### config.mk
export PLATFORM = sky130hd
export DESIGN_NAME = lvss_sequencer
export DESIGN_NICKNAME = d
export VERILOG_FILES = /design/src/common/lvss_pkg.sv /design/src/rtl/lvss_sequencer.sv
export SDC_FILE = /design/constraint.sdc
export NUM_CORES = 1
export LEC_CHECK = 0
export ABC_AREA = 1
export BUFFER_PORTS_ARGS = -buffer_cell sky130_fd_sc_hd__buf_2
export CORE_ASPECT_RATIO = 0.5
export CORE_MARGIN = 1.5
export CORE_UTILIZATION = 55
export DETAILED_ROUTE_END_ITERATION = 16
export PLACE_DENSITY = 0.8
export SYNTH_ARGS = -nofsm -noshare
export SYNTH_HDL_FRONTEND = slang
export SYNTH_SLANG_ARGS = --single-unit
### constraint.sdc
create_clock -name clk -period 2.7 [get_ports clk]
set_input_delay 0.405 -clock clk [delete_from_list [all_inputs] [get_ports clk]]
set_output_delay 0.405 -clock clk [all_outputs]
set_load 0.05 [all_outputs]
### src/common/lvss_pkg.sv
// Package with constants and types for the low-voltage stop sequencer
package lvss_pkg;

   // Register offsets on the plain register port
   localparam logic [3:0] CTRL_OFS   = 4'h0;
   localparam logic [3:0] DELAY_OFS  = 4'h1;
   localparam logic [3:0] CPUSET_OFS = 4'h2;
   localparam logic [3:0] STATUS_OFS = 4'h3;

   // Control register fields
   localparam int LPSLEEP_POS = 0;
   localparam int LVSLEEP_POS = 1;
   localparam int CPUOFF_POS  = 2;
   localparam int SHARED_POS  = 3;

   // Exit delay field width and recommended reset value (about 524 us)
   localparam int          DLY_W     = 22;
   localparam logic [21:0] DLY_RESET = 22'h020000;

   // Clock rate and timing figures
   localparam int CLK_MHZ          = 250;
   localparam int CORE_SETTLE_US   = 234;
   localparam int OSC_STABLE_US    = 5;
   localparam int PLAIN_EXIT_US    = 100;
   localparam int CORE_SETTLE_CYC  = CORE_SETTLE_US * CLK_MHZ;
   localparam int OSC_STABLE_CYC   = OSC_STABLE_US * CLK_MHZ;
   localparam int PLAIN_EXIT_CYC   = PLAIN_EXIT_US * CLK_MHZ;
   localparam logic [21:0] CPU_SETTLE_RESET = 22'h000100;

   // Sequencer states
   typedef enum logic [2:0] {
      ST_RUN    = 3'b000,
      ST_STOP   = 3'b001,
      ST_CORE   = 3'b010,
      ST_CLOCK  = 3'b011,
      ST_EXIT   = 3'b100
   } lvss_state_t;

   // Register port request
   typedef struct packed {
      logic [3:0]  addr;
      logic [31:0] wdata;
      logic        wr;
      logic        rd;
   } lvss_req_t;

endpackage : lvss_pkg

### src/rtl/lvss_sequencer.sv
// Low-voltage stop sequencer with power-on request to the regulator IC
//
// Functional notes
// - Drive single power-on request to regulator select
// - Deassert request on entering low-voltage stop
// - Wake: reassert request, start core settle timer
// - After core settle timer, start clock restore
// - Oscillator stable starts exit delay timer
// - Exit delay expiry returns to Run
// - Plain stop skips core timer, 100 us
// - No CPU-off variant on shared regulator
// - CPU-good flag starts CPU settle timer
// - CPU-off exit waits both timers expired
// - Exit delay default 0x20000 in 22 bits
`timescale 1ns/1ns
module lvss_sequencer (
   input  wire logic               clk,
   input  wire logic               sys_rst,
   input  wire lvss_pkg::lvss_req_t regReq,
   output logic [31:0]             regRdata,
   input  wire logic               stopRequest,
   input  wire logic               wakeupEvent,
   input  wire logic               cpuSupplyAboveThreshold,
   output logic                    power_on_request_out,
   output logic                    runMode,
   output logic                    clockRestore,
   output logic                    expiryPulse
);

   // Registers
   logic [3:0]                  ctrl_reg;
   logic [21:0]                 delay_reg;
   logic [21:0]                 cpuSet_reg;
   logic [31:0]                 rdata_reg;
   lvss_pkg::lvss_state_t       state_reg, state_next;
   logic                        cpuOffStop_reg, plainStop_reg;
   logic [21:0]                 coreCnt_reg, exitCnt_reg, cpuCnt_reg, oscCnt_reg;
   logic                        exitDone_reg, cpuDone_reg, cpuGood_reg;
   logic                        pwrOn_reg, expiry_reg;
   logic                        wakeS1_reg, wakeS2_reg, cpuS1_reg, cpuS2_reg;
   logic                        stopS1_reg, stopS2_reg;

   // Decoded control bits
   wire lowVoltSel = ctrl_reg[lvss_pkg::LPSLEEP_POS] & ctrl_reg[lvss_pkg::LVSLEEP_POS];
   wire cpuOffSel  = ctrl_reg[lvss_pkg::CPUOFF_POS] & ~ctrl_reg[lvss_pkg::SHARED_POS];
   wire wrCtrl     = regReq.wr && regReq.addr == lvss_pkg::CTRL_OFS;
   wire wrDelay    = regReq.wr && regReq.addr == lvss_pkg::DELAY_OFS;
   wire wrCpuSet   = regReq.wr && regReq.addr == lvss_pkg::CPUSET_OFS;

   // Timer expiries as one-cycle events
   wire coreExpire = state_reg == lvss_pkg::ST_CORE && coreCnt_reg == 22'h0;
   wire oscExpire  = state_reg == lvss_pkg::ST_CLOCK && oscCnt_reg == 22'h0;
   wire exitExpire = state_reg == lvss_pkg::ST_EXIT && !exitDone_reg
                     && exitCnt_reg == 22'h0;
   wire cpuExpire  = state_reg == lvss_pkg::ST_EXIT && cpuGood_reg && !cpuDone_reg
                     && cpuCnt_reg == 22'h0;
   wire exitOk     = (exitDone_reg | exitExpire)
                     && (!cpuOffStop_reg || cpuDone_reg || cpuExpire);

   // Next state
   always_comb begin
      state_next = state_reg;
      case (state_reg)
         lvss_pkg::ST_RUN:   if (stopS2_reg && ctrl_reg[lvss_pkg::LPSLEEP_POS])
                                state_next = lvss_pkg::ST_STOP;
         lvss_pkg::ST_STOP:  if (wakeS2_reg)
                                state_next = plainStop_reg ? lvss_pkg::ST_CLOCK
                                                           : lvss_pkg::ST_CORE;
         lvss_pkg::ST_CORE:  if (coreExpire) state_next = lvss_pkg::ST_CLOCK;
         lvss_pkg::ST_CLOCK: if (oscExpire) state_next = lvss_pkg::ST_EXIT;
         lvss_pkg::ST_EXIT:  if (exitOk) state_next = lvss_pkg::ST_RUN;
         default:            state_next = lvss_pkg::ST_RUN;
      endcase
   end

   // Input synchronisers
   always_ff @(posedge clk) begin
      wakeS1_reg <= wakeupEvent;
      wakeS2_reg <= wakeS1_reg;
      cpuS1_reg  <= cpuSupplyAboveThreshold;
      cpuS2_reg  <= cpuS1_reg;
      stopS1_reg <= stopRequest;
      stopS2_reg <= stopS1_reg;
   end

   // Software registers
   always_ff @(posedge clk) begin
      if (sys_rst) begin
         ctrl_reg   <= 4'h0;
         delay_reg  <= lvss_pkg::DLY_RESET;
         cpuSet_reg <= lvss_pkg::CPU_SETTLE_RESET;
      end else begin
         if (wrCtrl) ctrl_reg <= regReq.wdata[3:0];
         if (wrDelay) delay_reg <= regReq.wdata[21:0];
         if (wrCpuSet) cpuSet_reg <= regReq.wdata[21:0];
      end
   end

   // Read data one cycle after the strobe
   always_ff @(posedge clk) begin
      if (sys_rst) rdata_reg <= 32'h0;
      else if (regReq.rd) begin
         case (regReq.addr)
            lvss_pkg::CTRL_OFS:   rdata_reg <= {28'h0, ctrl_reg};
            lvss_pkg::DELAY_OFS:  rdata_reg <= {10'h0, delay_reg};
            lvss_pkg::CPUSET_OFS: rdata_reg <= {10'h0, cpuSet_reg};
            lvss_pkg::STATUS_OFS: rdata_reg <= {25'h0, cpuGood_reg, cpuOffStop_reg,
                                               pwrOn_reg, 1'b0, state_reg};
            default:              rdata_reg <= 32'h0;
         endcase
      end else rdata_reg <= 32'h0;
   end

   // Sequencer state, stop variant and power-on request
   always_ff @(posedge clk) begin
      if (sys_rst) begin
         state_reg      <= lvss_pkg::ST_RUN;
         pwrOn_reg      <= 1'b1;
         cpuOffStop_reg <= 1'b0;
         plainStop_reg  <= 1'b0;
      end else begin
         state_reg <= state_next;
         if (state_reg == lvss_pkg::ST_RUN && state_next == lvss_pkg::ST_STOP) begin
            plainStop_reg  <= !lowVoltSel;
            cpuOffStop_reg <= lowVoltSel && cpuOffSel;
            pwrOn_reg      <= !lowVoltSel;
         end
         if (state_reg == lvss_pkg::ST_STOP && wakeS2_reg) pwrOn_reg <= 1'b1;
      end
   end

   // Down-counters for all wake timers
   always_ff @(posedge clk) begin
      if (sys_rst) begin
         coreCnt_reg  <= 22'h0;
         oscCnt_reg   <= 22'h0;
         exitCnt_reg  <= 22'h0;
         cpuCnt_reg   <= 22'h0;
         exitDone_reg <= 1'b0;
         cpuDone_reg  <= 1'b0;
         cpuGood_reg  <= 1'b0;
         expiry_reg   <= 1'b0;
      end else begin
         expiry_reg <= coreExpire | exitExpire | cpuExpire;
         if (state_reg == lvss_pkg::ST_STOP) begin
            coreCnt_reg  <= 22'(lvss_pkg::CORE_SETTLE_CYC - 1);
            oscCnt_reg   <= 22'(lvss_pkg::OSC_STABLE_CYC - 1);
            exitDone_reg <= 1'b0;
            cpuDone_reg  <= 1'b0;
            cpuGood_reg  <= 1'b0;
         end
         if (state_reg == lvss_pkg::ST_CORE && !coreExpire) coreCnt_reg <= coreCnt_reg - 22'h1;
         if (state_reg == lvss_pkg::ST_CLOCK) begin
            if (!oscExpire) oscCnt_reg <= oscCnt_reg - 22'h1;
            exitCnt_reg <= plainStop_reg
                           ? 22'(lvss_pkg::PLAIN_EXIT_CYC - 1)
                           : delay_reg;
         end
         if (state_reg == lvss_pkg::ST_EXIT) begin
            if (exitExpire) exitDone_reg <= 1'b1;
            else if (!exitDone_reg) exitCnt_reg <= exitCnt_reg - 22'h1;
            if (cpuOffStop_reg && !cpuGood_reg && cpuS2_reg) begin
               cpuGood_reg <= 1'b1;
               cpuCnt_reg  <= cpuSet_reg;
            end
            if (cpuExpire) cpuDone_reg <= 1'b1;
            else if (cpuGood_reg && !cpuDone_reg) cpuCnt_reg <= cpuCnt_reg - 22'h1;
         end
      end
   end

   // Outputs
   assign regRdata             = rdata_reg;
   assign power_on_request_out = pwrOn_reg;
   assign runMode              = state_reg == lvss_pkg::ST_RUN;
   assign clockRestore         = state_reg == lvss_pkg::ST_CLOCK;
   assign expiryPulse          = expiry_reg;

endmodule : lvss_sequencer

==> flow_summary.json, run 1 <==
{
  "rsz0062_at_grt": "false",
  "holdBufCountCts": 0,
  "end_kind": "output pin",
  "crit_family": "buffers and inverters",
  "synth-async-reset-ratio_pct": 0,
  "clkTransAtPathRegs_ns": 0.07,
  "layout_commonest_cell": "nand2_1",
  "start_util_pct": 57.6,
  "synth.yosys.seq_area_share_pct": 38.4,
  "power_density_nw_per_um2": 551,
  "ys_types": 40,
  "drtAntennaViolNets": 0,
  "synth-main-ff-cell": "dfxtp_1",
  "ys_warn_count": 0,
  "p_leak_nw": 4.52,
  "worst_slack_ns": 0.398,
  "worst_pin_slew_ns": 1.15,
  "first_global_vias": 8305,
  "worstSetupStartpointType": "register",
  "critical_path_class": "register to output pin",
  "skew_ns": 0.0120,
  "cp_max_fo": 20,
  "slew_viol_final": 0,
  "cap_violations": 0,
  "drc": 0,
  "finalSetupTns_ns": 0,
  "final_cell_mix": "nand2_1, nor2_1, dfxtp_1, inv_1, o21ai_0",
  "grt_overflow": 0,
  "required_ns": 2.30,
  "portBuffers": 58,
  "dpl.hpwl_um": 16200,
  "cts_resized": 0,
  "synth_edf_count": 0,
  "root_buffer": "clkbuf_16",
  "viasPerCell": 5.48,
  "cts_tree": "yes",
  "num_vias": 9062,
  "status": "complete, no violations",
  "syn_inst": 1386,
  "slew_headroom_pct": 23.3,
  "setup_viol_count_final": 0,
  "vdd.ir_drop.worst_mv": 0.450,
  "fillers": 1417,
  "die_w_um": 185,
  "rrSetupSlack_ns": 0.51,
  "slowest_stage": "dfxtp_1",
  "insertion_delay_ns": 0.43,
  "core_area_um2": 15700,
  "cts_buffers": 17,
  "worstPathCellList": "inv_2 -> nand3_1 -> buf_4 -> inv_1 -> buf_4 -> buf_2",
  "antenna_found_initial": 0,
  "fp.dieH_um": 93.8,
  "synth-seq-cells": 174,
  "synth_area_um2": 9060,
  "n_antenna_cell": 0,
  "grt_pass1_wl_um": 39300,
  "syn_area_per_cell_um2": 6.54,
  "slowest_delay_ns": 0.36,
  "final.min_clock_period_ns": 2.30,
  "grt_max_degree": 80,
  "drt-pass1-iter-count": 6,
  "clockBufferDepth": 2,
  "finalHoldViolCount": 0,
  "crit_buf_inv": 5,
  "cp.arrival_ns": 1.90,
  "h-tree-depth": 4,
  "wl_per_cell_um": 14.3,
  "groute.usage.overall_pct": 28.4,
  "post_cts_buffers": 0,
  "placementRows": 32,
  "die_area_um2": 17300,
  "gp_congestion": 0.942,
  "timing.final.crit_share_pct": 85.3,
  "drt_iter0_drc": 892,
  "wl_um": 23600,
  "area_growth_pct": 11.6,
  "clock.fmax_ghz": 0.434,
  "io_pins": 79,
  "pre_cts_slack_ns": 0.484,
  "hold_class": "input pin to register",
  "drive_gt1_share_pct": 8.51,
  "cpMostUsedCell": "buf_4",
  "cts_num_sinks": 174,
  "final_nets": 1471
}
==> logic make-up (layout without fill, tap and decap cells) <==
family | after synthesis | after routing | synth area share [%]
AOI/OAI and AO/OA | 286 | 286 | 17.1
xor gates and xnor gates | 28 | 28 | 2.71
adders and majority gates | 7 | 7 | 0.967
buffers and inverters | 236 | 275 | 10.6
DFF | 174 | 174 | 38.4
other | 1 | 10 | 0.0414
and+or+nand+nor | 654 | 654 | 30.2
==> cell type report <==
cell class                 count  area [um^2]  area share, %
inverter                     169          637           6.30
sequential                   174         3480           34.5
tap                          221          277           2.74
multi-input combinational    985         4650           46.0
clock inverter                13          174           1.72
clock buffer                  19          453           4.48
timing repair buffer          74          435           4.31
==> path summary, 6_finish.rpt <==
path | start | to | depth (start not counted)
max | state_reg[2] | clockRestore | 6
min | stopRequest | stopS1_reg | 1
min reg2reg | stopS1_reg | stopS2_reg | 0
max reg2reg | coreCnt_reg[0] | coreCnt_reg[13] | 10
==> synthesized netlist by cell type (4+ instances only) <==
cell / n / area share [%]
buf_4: 15 / 1.2
nor3_1: 34 / 1.9
o22ai_1: 25 / 1.7
dfxtp_1: 174 / 38
nand3b_1: 4 / 0.33
nand2_1: 268 / 11
ha_1: 7 / 0.97
xor2_1: 17 / 1.6
o21ai_0: 121 / 6.7
nand4_1: 17 / 1.2
xnor2_1: 11 / 1.1
o221ai_1: 4 / 0.39
o21a_1: 4 / 0.33
buf_2: 8 / 0.44
a22oi_1: 15 / 1.2
a21oi_1: 106 / 5.9
nor2_1: 233 / 9.7
nand3_1: 81 / 4.5
clkbuf_1: 40 / 1.7
inv_1: 164 / 6.8
==> stage by stage <==
stage / area [um^2] / hold slack, ns / util [%] / power, mW / cells
after floorplan: 9090 / 0.310 / - / 2.89 / 1395
after global placement: 9480 / 0.311 / 60.3 / 2.96 / 1623
after detailed placement: 9480 / 0.312 / 60.3 / 2.96 / 1623
after CTS: 10100 / 0.0630 / 64.2 / 5.58 / 1655
after global routing: 10100 / 0.0612 / 64.2 / 5.73 / 1655
final: 10100 / 0.0730 / 64.2 / 5.57 / 1655
==> where the power goes <==
group | internal (mW) | switching (mW)
combinational | 0.0868 | 0.218
sequential | 2.59 | 0.0166
clock | 1.53 | 1.13
total | 4.21 | 1.36
==> per-layer routing <==
| layer | global-route usage, % | routed length [um] | vias to the layer above |
|---|---|---|---|
| met5 | 0 | 0 | - |
| met4 | 8.95 | 386 | 0 |
| met3 | 6.09 | 1770 | 46 |
| li1 | - | - | 4540 |
| met1 | 37.1 | 10700 | 4131 |
| met2 | 47.0 | 10700 | 345 |
Power figures use the tool's default switching activity.
==> run 2, diff against run 1 <==
--- a/config.mk
+++ b/config.mk
@@ -11,7 +11,8 @@
 export CORE_MARGIN = 1.5
 export CORE_UTILIZATION = 55
 export DETAILED_ROUTE_END_ITERATION = 16
-export PLACE_DENSITY = 0.8
+export MAX_ROUTING_LAYER = met4
+export PLACE_DENSITY = 0.83
 export SYNTH_ARGS = -nofsm -noshare
 export SYNTH_HDL_FRONTEND = slang
 export SYNTH_SLANG_ARGS = --single-unit
==> run 2 against run 1 <==
Compared with the run above: critical path depth shrank 1; count of clock-buffer cells in the layout is 1 lower; global-route usage rose by 0.44 points; highest routed layer unchanged.
==> flow_summary.json, run 2 (synthesized netlist as in run 1, its figures left out) <==
{
  "final.min_clock_period_ns": 2.51,
  "skew_ns": 0.0103,
  "slowest_stage": "nand3_1",
  "vdd.ir_drop.worst_mv": 0.465,
  "finalHoldViolCount": 0,
  "setup_viol_count_final": 0,
  "finish.utilization_pct": 63.8,
  "switchingPower_mw": 1.34,
  "wl_um": 23800,
  "hold_class": "input pin to register",
  "dpl-instance-area_um2": 9470,
  "dr_wl_met2_um": 11200,
  "area_growth_pct": 10.7,
  "dr_wl_met3_um": 1710,
  "wl_per_cell_um": 14.4,
  "drt_iter0_drc": 961,
  "first_global_vias": 8245,
  "dp_cells": 1623,
  "slowest_delay_ns": 0.44,
  "drtAntennaViolNets": 0,
  "fp.dieH_um": 93.8,
  "die_w_um": 185,
  "holdWs_ns": 0.0716,
  "die_area_um2": 17300,
  "end_kind": "output pin",
  "dpl.hpwl_um": 16500,
  "met1_length_um": 10600,
  "worst_pin_slew_ns": 1.17,
  "slew_headroom_pct": 21.6,
  "multiInputGateArea_um2": 4650,
  "instances_no_fill": 1654,
  "p_int_mw": 3.97,
  "portBuffers": 58,
  "grt_pass1_wl_um": 38900,
  "grt_max_degree": 73,
  "layout_commonest_cell": "nand2_1",
  "clockBufferDepth": 2,
  "core_area_um2": 15700,
  "cts_tree": "yes",
  "insertion_delay_ns": 0.43,
  "critical_path_class": "register to output pin",
  "drt-pass1-iter-count": 5,
  "pwr-share-seq_pct": 49.2,
  "viasPerCell": 5.53,
  "worstSetupStartpointType": "register",
  "regArea_um2": 3480,
  "drc": 0,
  "fillers": 1374,
  "cp.arrival_ns": 2.11,
  "slew_viol_final": 0,
  "groute.usage.overall_pct": 28.8,
  "rsz0062_at_grt": "true",
  "power_frac_clock_pct": 45.0,
  "drive_gt1_share_pct": 8.44,
  "h-tree-depth": 4,
  "final_cell_mix": "nand2_1, nor2_1, dfxtp_1, inv_1, o21ai_0",
  "io_pins": 79,
  "cts_num_sinks": 174,
  "status": "complete, no violations",
  "worstPathCellList": "inv_2 -> nand3_1 -> inv_1 -> buf_4 -> buf_2",
  "n_antenna_cell": 0,
  "root_buffer": "clkbuf_16",
  "cp_max_fo": 12,
  "cap_violations": 0,
  "placementRows": 32,
  "clkTransAtPathRegs_ns": 0.07,
  "gp_congestion": 0.975,
  "antenna_found_initial": 0,
  "stdcell_area_um2": 10000,
  "finalSetupTns_ns": 0,
  "clock.fmax_ghz": 0.398,
  "required_ns": 2.30,
  "cts_buffers": 17,
  "switching_share_pct": 25.2,
  "grt_overflow": 0,
  "comb_power_share_pct": 5.8,
  "num_vias": 9142,
  "p_leak_nw": 4.48,
  "timing.final.crit_share_pct": 93.1,
  "final_nets": 1471,
  "power_density_nw_per_um2": 529,
  "highest_layer": "met4",
  "start_util_pct": 57.6
}
-- run 2: changes by cell type in the layout (fill, tap and decap cells not counted), sizes merged --
cell      before  now
inv          175  174
bufinv         3    1
clkbuf        19   18
clkinvlp       0    2
clkinv         4    5
-- run 2: worst max-delay path, delay by kind of cell, from the launching register on --
| kind | cells | cell delay, ns |
|---|---|---|
| flip-flops | 1 | 0.37 |
| buffers and inverters | 4 | 0.87 |
| AND/OR/NAND/NOR | 1 | 0.44 |
-- run 2: repair_timing --
action / 4_1_cts / 5_1_grt
setup buffers: 0 / 0
endpoints found under the setup margin: 0 / 3
gates resized for setup: 0 / 1
hold buffers: 0 / 0
-- run 2: metal layers --
metal | vias to the layer above | track usage [%]
met1 | 4210 | 36.7
li1 | 4538 | -
met4 | 0 | 8.40
met5 | - | -
met3 | 37 | 5.08
met2 | 357 | 47.2
-- run 2: final timing paths --
kind	slack (ns)	to	cells past startpoint	startpoint
worst max-delay path	0.19	clockRestore	5	state_reg[2]
worst min-delay path	0.07	cpuS1_reg	1	cpuSupplyAboveThreshold
worst max register to register	0.22	oscCnt_reg[14]	8	state_reg[2]
worst min register to register	0.32	wakeS2_reg	0	wakeS1_reg
-- run 2: through the flow --
step	power, mW	worst slack [ns]
floorplan	2.89	0.831
CTS	5.31	0.227
detailed placement	2.96	0.316
global route	5.46	-0.0169
finish	5.30	0.185
global placement	2.96	0.380
-- run 2: power by group through the flow --
stage | logic, mW | clock network, mW | registers, mW
floorplan | 0.222 | 0 | 2.67
global placement | 0.291 | 0 | 2.67
detailed placement | 0.298 | 0 | 2.67
CTS | 0.303 | 2.40 | 2.61
global route | 0.341 | 2.51 | 2.61
finish | 0.308 | 2.39 | 2.61
-- run 2: cell type report --
type,instances,area share [%]
flip-flops and latches,174,34.7
multi-input cells,985,46.4
repair buffers,74,4.22
clock buffers,18,4.28
inverters,169,6.35
clock inverters,13,1.31
well taps,221,2.76
